**config.mk**
```make
export PLATFORM = sky130hd
export DESIGN_NAME = ilb_interconnect
export DESIGN_NICKNAME = d
export VERILOG_FILES = /design/src/rtl/ilb_pkg.sv /design/src/rtl/ilb_interconnect.sv /design/src/rtl/ilb_slow_stage.sv
export SDC_FILE = /design/constraint.sdc
export NUM_CORES = 1
export LEC_CHECK = 0
export BUFFER_PORTS_ARGS = -buffer_cell sky130_fd_sc_hd__buf_2
export CAP_MARGIN = 30
export CORE_AREA = 2 2 244 246
export CTS_CLUSTER_DIAMETER = 100
export DETAILED_ROUTE_END_ITERATION = 8
export DIE_AREA = 0 0 246 248
export MAX_ROUTING_LAYER = met4
export PLACE_DENSITY = 0.72
export SYNTH_ARGS = -nofsm -noshare
export SYNTH_HDL_FRONTEND = slang
export SYNTH_SLANG_ARGS = --single-unit
```
**constraint.sdc**
```tcl
create_clock -name clock -period 5 [get_ports clock]
set_clock_uncertainty 0.2 [all_clocks]
set_input_delay 1 -clock clock [delete_from_list [all_inputs] [get_ports clock]]
set_output_delay 1 -clock clock [all_outputs]
set_load 0.005 [all_outputs]
```
**src/rtl/ilb_pkg.sv**
```systemverilog
// Purpose: shared constants, types and decoders of the bus interconnect
// Assumes: one 200 MHz clock; bus rates become per-hop wait counts
// Notes: addresses are byte addresses on 32-bit words
package ilb_pkg;

  // ---------------------------------------------------------------
  // rates and hop waits
  // ---------------------------------------------------------------
  localparam int CLK_MHZ = 200;
  localparam int FAST_MHZ = 96;
  localparam int SLOW_MHZ = 48;
  // a hop lasts at least one beat of the slower side, so round up
  localparam int LF_CYC = (CLK_MHZ + FAST_MHZ - 1) / FAST_MHZ;
  localparam int FS_CYC = (CLK_MHZ + SLOW_MHZ - 1) / SLOW_MHZ;

  // ---------------------------------------------------------------
  // address map
  // ---------------------------------------------------------------
  localparam logic [11:0] SLOW_REGION = 12'hF00;
  localparam logic [3:0] LOCAL_REGION = 4'hD;
  localparam logic [31:0] WDT_ADDR = 32'hF000_0020;
  localparam logic [31:0] WDT_RESET = 32'h0000_0000;
  localparam int INIT_LOCK_BIT = 0;
  localparam logic [31:0] ETH_SRV_ADDR = 32'hF000_0090;
  localparam int ETH_CLR_BIT = 14;
  localparam int ETH_PEND_BIT = 13;
  localparam logic [31:0] ETH_FIFO_ADDR = 32'hF020_0000;
  // pci, ext bus and sync serial clock control, second watchdog word
  localparam int NPROT = 4;
  localparam logic [31:0] PROT_ADDR [NPROT] = '{
    32'hF040_0000, 32'hF800_0000, 32'hF000_0A00, 32'hF000_0024};

  // ---------------------------------------------------------------
  // masters and carriers
  // ---------------------------------------------------------------
  localparam int NMST = 3;
  localparam logic [1:0] MST_CPU = 2'h0;
  localparam logic [1:0] MST_FAST = 2'h1;
  localparam logic [1:0] MST_SLOW = 2'h2;

  typedef enum logic [1:0] {
    TGT_LOCAL = 2'b00,
    TGT_FAST = 2'b01,
    TGT_SLOW = 2'b10
  } ilb_tgt_t;

  typedef struct packed {
    logic valid;
    logic write;
    logic sup;
    logic [31:0] addr;
    logic [31:0] wdata;
  } ilb_req_t;

  typedef struct packed {
    logic done;
    logic err;
    logic [31:0] rdata;
  } ilb_rsp_t;

  typedef struct packed {
    logic req;
    logic write;
    logic [31:0] addr;
    logic [31:0] wdata;
  } ilb_bus_t;

  // ---------------------------------------------------------------
  // decoders
  // ---------------------------------------------------------------
  function automatic ilb_tgt_t tgt_of(input logic [31:0] addr);
    if (addr[31:20] == SLOW_REGION) return TGT_SLOW;
    if (addr[31:28] == LOCAL_REGION) return TGT_LOCAL;
    return TGT_FAST;
  endfunction

  function automatic logic is_prot(input logic [31:0] addr);
    logic hit;
    hit = 1'b0;
    for (int i = 0; i < NPROT; i++) hit = hit | (addr == PROT_ADDR[i]);
    return hit;
  endfunction

  // waits before the target bus is reached
  function automatic logic [3:0] hop_cyc(input logic [1:0] src,
                                         input ilb_tgt_t tgt);
    logic [3:0] lf;
    logic [3:0] fs;
    lf = 4'(LF_CYC);
    fs = 4'(FS_CYC);
    case (src)
      MST_CPU: return (tgt == TGT_LOCAL) ? 4'h1 : lf;
      MST_FAST: return (tgt == TGT_LOCAL) ? lf : 4'h1;
      default: return (tgt == TGT_LOCAL) ? lf + fs :
                      (tgt == TGT_FAST) ? fs : 4'h1;
    endcase
  endfunction

endpackage

```
**src/rtl/ilb_interconnect.sv**
```systemverilog
// Purpose: local, fast and slow bus interconnect with init-lock gating
// Assumes: masters hold valid until their done pulse, then drop it
// Notes: slow writes are posted; software must read back to order them
`timescale 1ns/1ps
`default_nettype none
module ilb_interconnect #(
  parameter int FIFO_DEPTH = 8
) (
  // clock and reset
  input wire logic clock,
  input wire logic resetn,
  // masters: cpu on local bus, fast-bus master, slow-bus master
  input wire ilb_pkg::ilb_req_t [ilb_pkg::NMST-1:0] mst_req,
  output var ilb_pkg::ilb_rsp_t [ilb_pkg::NMST-1:0] mst_rsp,
  // local bus slave side
  output ilb_pkg::ilb_bus_t lm_bus,
  input wire logic [31:0] lm_rdata,
  // fast bus slave side
  output ilb_pkg::ilb_bus_t fb_bus,
  input wire logic [31:0] fb_rdata,
  // slow bus slave side
  output ilb_pkg::ilb_bus_t sb_bus,
  input wire logic [31:0] sb_rdata,
  // system-wide lock line
  output logic init_lock,
  // ethernet interrupt cause source
  input wire logic eth_cause_valid,
  input wire logic [31:0] eth_cause,
  output logic eth_pending
);

  if (FIFO_DEPTH < 2 || (FIFO_DEPTH & (FIFO_DEPTH - 1)) != 0) begin : g_chk
    $error("FIFO_DEPTH must be a power of two, at least 2");
  end

  localparam int PW = $clog2(FIFO_DEPTH);
  localparam int LF_ISSUE = ilb_pkg::LF_CYC + 1;
  localparam logic [PW:0] F_FULL = (PW + 1)'(FIFO_DEPTH);
  localparam logic [PW:0] F_ONE = (PW + 1)'(1);

  typedef enum logic [2:0] {
    ST_IDLE = 3'b000,
    ST_HOP = 3'b001,
    ST_SLOW = 3'b010,
    ST_CAP = 3'b011,
    ST_RESP = 3'b100
  } ilb_state_t;

  ilb_state_t st_r;
  ilb_state_t st_nxt;
  logic [3:0] cnt_r;
  logic [1:0] src_r;
  ilb_pkg::ilb_tgt_t tgt_r;
  logic wr_r;
  logic err_r;
  logic [31:0] addr_r;
  logic [31:0] wdata_r;
  logic [31:0] wdt_r;
  logic pend_r;
  ilb_pkg::ilb_rsp_t [ilb_pkg::NMST-1:0] rsp_r;
  ilb_pkg::ilb_bus_t lm_r;
  ilb_pkg::ilb_bus_t fb_r;
  logic [31:0] fifo_mem [FIFO_DEPTH];
  logic [PW-1:0] wp_r;
  logic [PW-1:0] rp_r;
  logic [PW:0] fcnt_r;
  logic sl_busy;
  logic sl_done;
  logic sl_acc;
  logic [31:0] sl_rdata;

  // ---------------------------------------------------------------
  // arbitration and permission
  // ---------------------------------------------------------------
  // fixed priority keeps the cpu ahead; lower masters can starve
  wire logic [1:0] gnt = mst_req[0].valid ? ilb_pkg::MST_CPU :
                         mst_req[1].valid ? ilb_pkg::MST_FAST :
                         ilb_pkg::MST_SLOW;
  wire logic any_req = mst_req[0].valid | mst_req[1].valid |
                       mst_req[2].valid;
  wire ilb_pkg::ilb_req_t g_req = mst_req[gnt];
  wire logic take = (st_r == ST_IDLE) && any_req;
  wire ilb_pkg::ilb_tgt_t g_tgt = ilb_pkg::tgt_of(g_req.addr);
  wire logic g_prot = g_req.write && ilb_pkg::is_prot(g_req.addr);
  wire logic g_wdt = g_req.write && (g_req.addr == ilb_pkg::WDT_ADDR);
  // the lock line is sampled at grant, so a posted unlock may miss it
  wire logic g_err = (g_prot && (init_lock || !g_req.sup)) ||
                     (g_wdt && !g_req.sup);

  // ---------------------------------------------------------------
  // routing
  // ---------------------------------------------------------------
  wire logic hop_end = (st_r == ST_HOP) && (cnt_r == 4'h0);
  wire logic ok_end = hop_end && !err_r;
  wire logic fifo_hit = (tgt_r == ilb_pkg::TGT_FAST) &&
                        (addr_r == ilb_pkg::ETH_FIFO_ADDR);
  wire logic slow_go = ok_end && (tgt_r == ilb_pkg::TGT_SLOW) && !sl_busy;
  wire logic fast_go = ok_end && (tgt_r == ilb_pkg::TGT_FAST) && !fifo_hit;
  wire logic local_go = ok_end && (tgt_r == ilb_pkg::TGT_LOCAL);
  wire logic fifo_go = ok_end && fifo_hit;
  wire logic pop = fifo_go && !wr_r && (fcnt_r != '0);
  // a posted slow write is answered as soon as it enters the stage
  wire logic fin = (hop_end && err_r) || (slow_go && wr_r) ||
                   fifo_go || (st_r == ST_CAP) ||
                   ((st_r == ST_SLOW) && sl_done);
  wire logic [31:0] fin_rdata =
    (st_r == ST_CAP) ? ((tgt_r == ilb_pkg::TGT_FAST) ? fb_rdata : lm_rdata) :
    (st_r == ST_SLOW) ? sl_rdata :
    pop ? fifo_mem[rp_r] : 32'h0000_0000;

  always_comb begin
    st_nxt = st_r;
    case (st_r)
      ST_IDLE: if (take) st_nxt = ST_HOP;
      ST_HOP: begin
        if (fin) st_nxt = ST_RESP;
        else if (slow_go) st_nxt = ST_SLOW;
        else if (fast_go || local_go) st_nxt = ST_CAP;
      end
      ST_SLOW: if (sl_done) st_nxt = ST_RESP;
      ST_CAP: st_nxt = ST_RESP;
      ST_RESP: st_nxt = ST_IDLE;
      default: st_nxt = ST_IDLE;
    endcase
  end

  always_ff @(posedge clock or negedge resetn) begin
    if (!resetn) begin
      st_r <= ST_IDLE;
      cnt_r <= 4'h0;
    end else begin
      st_r <= st_nxt;
      if (take) cnt_r <= ilb_pkg::hop_cyc(gnt, g_tgt) - 4'h1;
      else if (st_r == ST_HOP && cnt_r != 4'h0) cnt_r <= cnt_r - 4'h1;
    end
  end

  always_ff @(posedge clock or negedge resetn) begin
    if (!resetn) begin
      src_r <= 2'h0;
      tgt_r <= ilb_pkg::TGT_LOCAL;
      wr_r <= 1'b0;
      err_r <= 1'b0;
      addr_r <= 32'h0000_0000;
      wdata_r <= 32'h0000_0000;
    end else if (take) begin
      src_r <= gnt;
      tgt_r <= g_tgt;
      wr_r <= g_req.write;
      err_r <= g_err;
      addr_r <= g_req.addr;
      wdata_r <= g_req.wdata;
    end
  end

  // ---------------------------------------------------------------
  // bus drives and answers
  // ---------------------------------------------------------------
  always_ff @(posedge clock or negedge resetn) begin
    if (!resetn) begin
      fb_r <= '0;
      lm_r <= '0;
    end else begin
      fb_r.req <= fast_go;
      lm_r.req <= local_go;
      if (fast_go || local_go) begin
        fb_r.write <= wr_r;
        fb_r.addr <= addr_r;
        fb_r.wdata <= wdata_r;
        lm_r.write <= wr_r;
        lm_r.addr <= addr_r;
        lm_r.wdata <= wdata_r;
      end
    end
  end

  always_ff @(posedge clock or negedge resetn) begin
    if (!resetn) begin
      rsp_r <= '0;
    end else begin
      for (int i = 0; i < ilb_pkg::NMST; i++) begin
        rsp_r[i].done <= fin && (src_r == 2'(i));
        if (fin && src_r == 2'(i)) begin
          rsp_r[i].err <= err_r;
          rsp_r[i].rdata <= fin_rdata;
        end
      end
    end
  end

  assign mst_rsp = rsp_r;
  assign fb_bus = fb_r;
  assign lm_bus = lm_r;

  // ---------------------------------------------------------------
  // slow stage and system control registers
  // ---------------------------------------------------------------
  wire logic int_hit = (sb_bus.addr == ilb_pkg::WDT_ADDR) ||
                       (sb_bus.addr == ilb_pkg::ETH_SRV_ADDR);
  wire logic [31:0] int_rdata = (sb_bus.addr == ilb_pkg::WDT_ADDR) ? wdt_r :
                                (32'(pend_r) << ilb_pkg::ETH_PEND_BIT);
  wire logic wdt_wr = sl_acc && sb_bus.write &&
                      (sb_bus.addr == ilb_pkg::WDT_ADDR);
  wire logic eth_clr = sl_acc && sb_bus.write &&
                       (sb_bus.addr == ilb_pkg::ETH_SRV_ADDR) &&
                       sb_bus.wdata[ilb_pkg::ETH_CLR_BIT];
  wire logic eth_push = eth_cause_valid && (fcnt_r != F_FULL);
  wire logic eth_set = eth_push || (pop && fcnt_r > F_ONE);

  ilb_slow_stage #(
    .LAT(ilb_pkg::FS_CYC)
  ) u_slow (
    .clock(clock),
    .resetn(resetn),
    .push(slow_go),
    .push_write(wr_r),
    .push_addr(addr_r),
    .push_wdata(wdata_r),
    .busy(sl_busy),
    .done(sl_done),
    .rdata(sl_rdata),
    .int_hit(int_hit),
    .int_rdata(int_rdata),
    .int_acc(sl_acc),
    .sb_bus(sb_bus),
    .sb_rdata(sb_rdata)
  );

  always_ff @(posedge clock or negedge resetn) begin
    if (!resetn) wdt_r <= ilb_pkg::WDT_RESET;
    else if (wdt_wr) wdt_r <= sb_bus.wdata;
  end

  assign init_lock = wdt_r[ilb_pkg::INIT_LOCK_BIT];

  // set wins over the software clear, so no cause is lost
  always_ff @(posedge clock or negedge resetn) begin
    if (!resetn) pend_r <= 1'b0;
    else pend_r <= eth_set | (pend_r & ~eth_clr);
  end

  assign eth_pending = pend_r;

  // causes arriving while full are dropped
  always_ff @(posedge clock) begin
    if (eth_push) fifo_mem[wp_r] <= eth_cause;
  end

  always_ff @(posedge clock or negedge resetn) begin
    if (!resetn) begin
      wp_r <= '0;
      rp_r <= '0;
      fcnt_r <= '0;
    end else begin
      if (eth_push) wp_r <= wp_r + PW'(1);
      if (pop) rp_r <= rp_r + PW'(1);
      fcnt_r <= fcnt_r + (PW + 1)'(eth_push) - (PW + 1)'(pop);
    end
  end
endmodule
`default_nettype wire

```
**src/rtl/ilb_slow_stage.sv**
```systemverilog
// Purpose: single-entry slow-bus stage behind the slow/fast bridge
// Assumes: push only while busy is low
// Notes: writes are posted here, so they land after the master is told
`timescale 1ns/1ps
`default_nettype none
module ilb_slow_stage #(
  parameter int LAT = ilb_pkg::FS_CYC
) (
  // clock and reset
  input wire logic clock,
  input wire logic resetn,
  // from the bridge
  input wire logic push,
  input wire logic push_write,
  input wire logic [31:0] push_addr,
  input wire logic [31:0] push_wdata,
  output logic busy,
  output logic done,
  output logic [31:0] rdata,
  // registers held inside the system control unit
  input wire logic int_hit,
  input wire logic [31:0] int_rdata,
  output logic int_acc,
  // slow peripheral bus
  output ilb_pkg::ilb_bus_t sb_bus,
  input wire logic [31:0] sb_rdata
);

  if (LAT < 1 || LAT > 15) begin : g_chk
    $error("LAT must lie in 1..15");
  end

  localparam int ISSUE_LAT = LAT + 1;

  typedef enum logic [1:0] {
    SS_IDLE = 2'b00,
    SS_WAIT = 2'b01,
    SS_ISSUE = 2'b10,
    SS_DONE = 2'b11
  } ilb_sstate_t;

  ilb_sstate_t st_r;
  ilb_sstate_t st_nxt;
  logic [3:0] cnt_r;

  wire logic wait_end = (st_r == SS_WAIT) && (cnt_r == 4'h0);
  assign busy = (st_r != SS_IDLE);

  always_comb begin
    st_nxt = st_r;
    case (st_r)
      SS_IDLE: if (push) st_nxt = SS_WAIT;
      SS_WAIT: if (wait_end) st_nxt = SS_ISSUE;
      SS_ISSUE: st_nxt = SS_DONE;
      SS_DONE: st_nxt = SS_IDLE;
      default: st_nxt = SS_IDLE;
    endcase
  end

  // ---------------------------------------------------------------
  // slow-bus beat pacing
  // ---------------------------------------------------------------
  always_ff @(posedge clock or negedge resetn) begin
    if (!resetn) begin
      st_r <= SS_IDLE;
      cnt_r <= 4'h0;
    end else begin
      st_r <= st_nxt;
      if (push && !busy) cnt_r <= 4'(LAT - 1);
      else if (st_r == SS_WAIT && cnt_r != 4'h0) cnt_r <= cnt_r - 4'h1;
    end
  end

  always_ff @(posedge clock or negedge resetn) begin
    if (!resetn) begin
      sb_bus <= '0;
      int_acc <= 1'b0;
    end else begin
      if (push && !busy) begin
        sb_bus.write <= push_write;
        sb_bus.addr <= push_addr;
        sb_bus.wdata <= push_wdata;
      end
      sb_bus.req <= wait_end && !int_hit;
      int_acc <= wait_end && int_hit;
    end
  end

  always_ff @(posedge clock or negedge resetn) begin
    if (!resetn) begin
      done <= 1'b0;
      rdata <= 32'h0000_0000;
    end else begin
      done <= (st_r == SS_ISSUE);
      if (st_r == SS_ISSUE) rdata <= int_acc ? int_rdata : sb_rdata;
    end
  end
endmodule
`default_nettype wire

```
==> metrics.yaml <==
grt_max_degree: 128
synth_seq_cells: 651
routedWlPerCell_um: 25.4
syn_area_um2: 27800
synth_top_family_by_area: "multiplexers"
critPathMaxFanout: 5
final_cell_mix: "buf_2 (631), dfrtp_1 (392), nand2_1 (269), edfxtp_1 (256), mux2_2 (207)"
worstPathArrival_ps: 3770
drv_cap: 0
synthMuxAreaShare_pct: 16.6
drive_gt1_share_pct: 40.0
yosys.area_share.simple_pct: 7.41
nFillCells: 4708
reg2reg_depth: 9
core_um2: 58500
dr.first_iter.drc_count: 1675
gp_congestion: 0.943
hpwl_um: 65400
htree_levels: 3
slew_violations: 0
num_io_pins: 634
overflow: 0
numClockSinks: 651
ys_async_sr_fraction_pct: 60.7
grt_pass1_wl_um: 125000
post-route-min-period_ps: 3490
ys.flop_type: "dfrtp_1"
grt_pass1_vias: 19000
ff_latch_area_um2: 17600
synth-compound-area-share_pct: 7.74
cts_hold_buf: 0
rsz0062_at_grt: "false"
crit_required_ps: 5280
fp.dieW_um: 246
totalWireLength_um: 88600
start_kind: "register"
leakagePower_uw: 0.0151
cts_tree: "built"
place_area_um2: 31400
die_area_um2: 61000
numCtsBuffers: 69
final_antenna_net_count: 0
min_path_type: "in2async"
drt_first_pass_iters: 6
routed_via_density: 5.64
yosysUniqueCellTypes: 61
final-instance-count-excl-fill: 3487
slew_headroom_pct: 40.0
nets: 2992
cts_buffer_depth: 3
finalCritPeriodShare_pct: 69.7
grt_usage_pct: 29.3
area_delta_synth_final_pct: 21.3
synth_seq_area_share_pct: 63.2
max_slew.worst_pin.slew_ps: 901
multi_input_area_um2: 9170
clkTransAtPathRegs_ps: 60
placed_cells: 3346
yosys_warnings: 0
clk_latency_ps: 610
root_buffer: "clkbuf_16"
status: "finished, final reports clean"
antenna_found_initial: 17
final_common_cell: "buf_2"
synth_adder_area_share_pct: 0.702
fmax_mhz: 287
syn_inst: 2094
power-per-cell-area_nw_per_um2: 521
ir_worst_vdd_mv: 0.311
io_buffers: 633
die_h_um: 248
cts_resized: 0
vias: 19700
initial_core_util_pct: 47.6
synth_edf_count: 256
cts_setup_buffers: 0
synth-xor-area-share_pct: 0.252
num_rows: 89
hold_viol_final: 0
tns_ps: 0
drc: 0
syn-num-nets: 2441
syn_avg_cell_area_um2: 13.3
final_area_um2: 33800
setup_violations: 0
critPathKind: "reg2reg"
endpoint_kind: "register"
-- routing by layer --
metal  share of wire [%]  global-route usage (%)
met5                   0                       -
met4                 4.0                    11.9
met3                 9.1                    7.24
met2                  48                    45.1
met1                  39                    37.3
-- registers in the layout, summed over array words and instances (netlist names), 32 cells and up --
register and count:
wdt_r 32, fifo_mem 256, fb_bus 66, u_slow.rdata 32, addr_r 32, wdata_r 32, u_slow.sb_bus 66, mst_rsp 102
-- area by class of cell --
| type | count | area share, % |
|---|---|---|
| Multi-Input combinational cell | 1227 | 27.2 |
| Timing Repair Buffer | 678 | 10.8 |
| Clock inverter | 30 | 1.03 |
| Sequential cell | 651 | 52.1 |
| Clock buffer | 96 | 5.80 |
| Inverter | 18 | 0.200 |
| Tap cell | 773 | 2.87 |
| Antenna cell | 14 | 0.104 |
-- metrics by stage --
step           setup WS (ps)  hold WS (ps)  util [%]  total power, uW
6_report                1510           146      57.7            17600
3_5_place_dp            1030           268      53.7            12500
2_1_floorplan            747           250         -            10500
5_1_grt                 1280           193      57.7            18500
4_1_cts                 1400           181      57.6            17700
3_3_place_gp            1130           255      53.5            12300
-- path summary, 6_finish.rpt --
kind / to / slack [ps] / from
min reg2reg: mst_rsp[12] / 280 / mst_rsp[12]
max reg2reg: fcnt_r[2] / 1510 / addr_r[13]
max in group asynchronous: rp_r[0] / 3310 / resetn
min in group clock: mst_rsp[12] / 280 / mst_rsp[12]
min: mst_rsp[85] / 150 / resetn
max: fcnt_r[2] / 1510 / addr_r[13]
-- where the power goes --
part | switching [uW] | internal (uW) | total, uW
clock | 2150 | 3030 | 5170
combinational | 2480 | 1840 | 4320
sequential | 1100 | 7010 | 8100
total | 5720 | 11900 | 17600
-- Yosys cell counts (all sizes together) (26+ instances only) --
| master | number | share of area (%) |
|---|---|---|
| a21oi | 99 | 1.8 |
| a22oi | 31 | 0.84 |
| a311oi | 26 | 0.82 |
| buf | 131 | 3.0 |
| clkbuf | 67 | 0.90 |
| dfrtp | 395 | 36 |
| edfxtp | 256 | 28 |
| mux2 | 216 | 8.7 |
| mux2i | 73 | 2.6 |
| mux4 | 64 | 5.2 |
| nand2 | 269 | 3.6 |
| nor2 | 124 | 1.7 |
| o21ai | 184 | 3.3 |
-- logic make-up (layout without fill, tap and decap cells) --
kind of cell	after synthesis	after routing
other	0	14
xor gates and xnor gates	8	8
adders and majority gates	15	15
muxes	353	353
buffers and inverters	216	822
DFF	651	651
AOI/OAI and AO/OA	375	375
and+or+nand+nor	476	476
-- critical path, cell delays in order, from the launching register on --
cell     delay, ps
dfrtp_1        400
nor4_1         600
nand4_1        340
nor4_4         570
o211a_1        260
ha_1           140
inv_1           40
ha_1           210
fa_1           420
xor2_1         180
(Power assumes the default switching activity.)
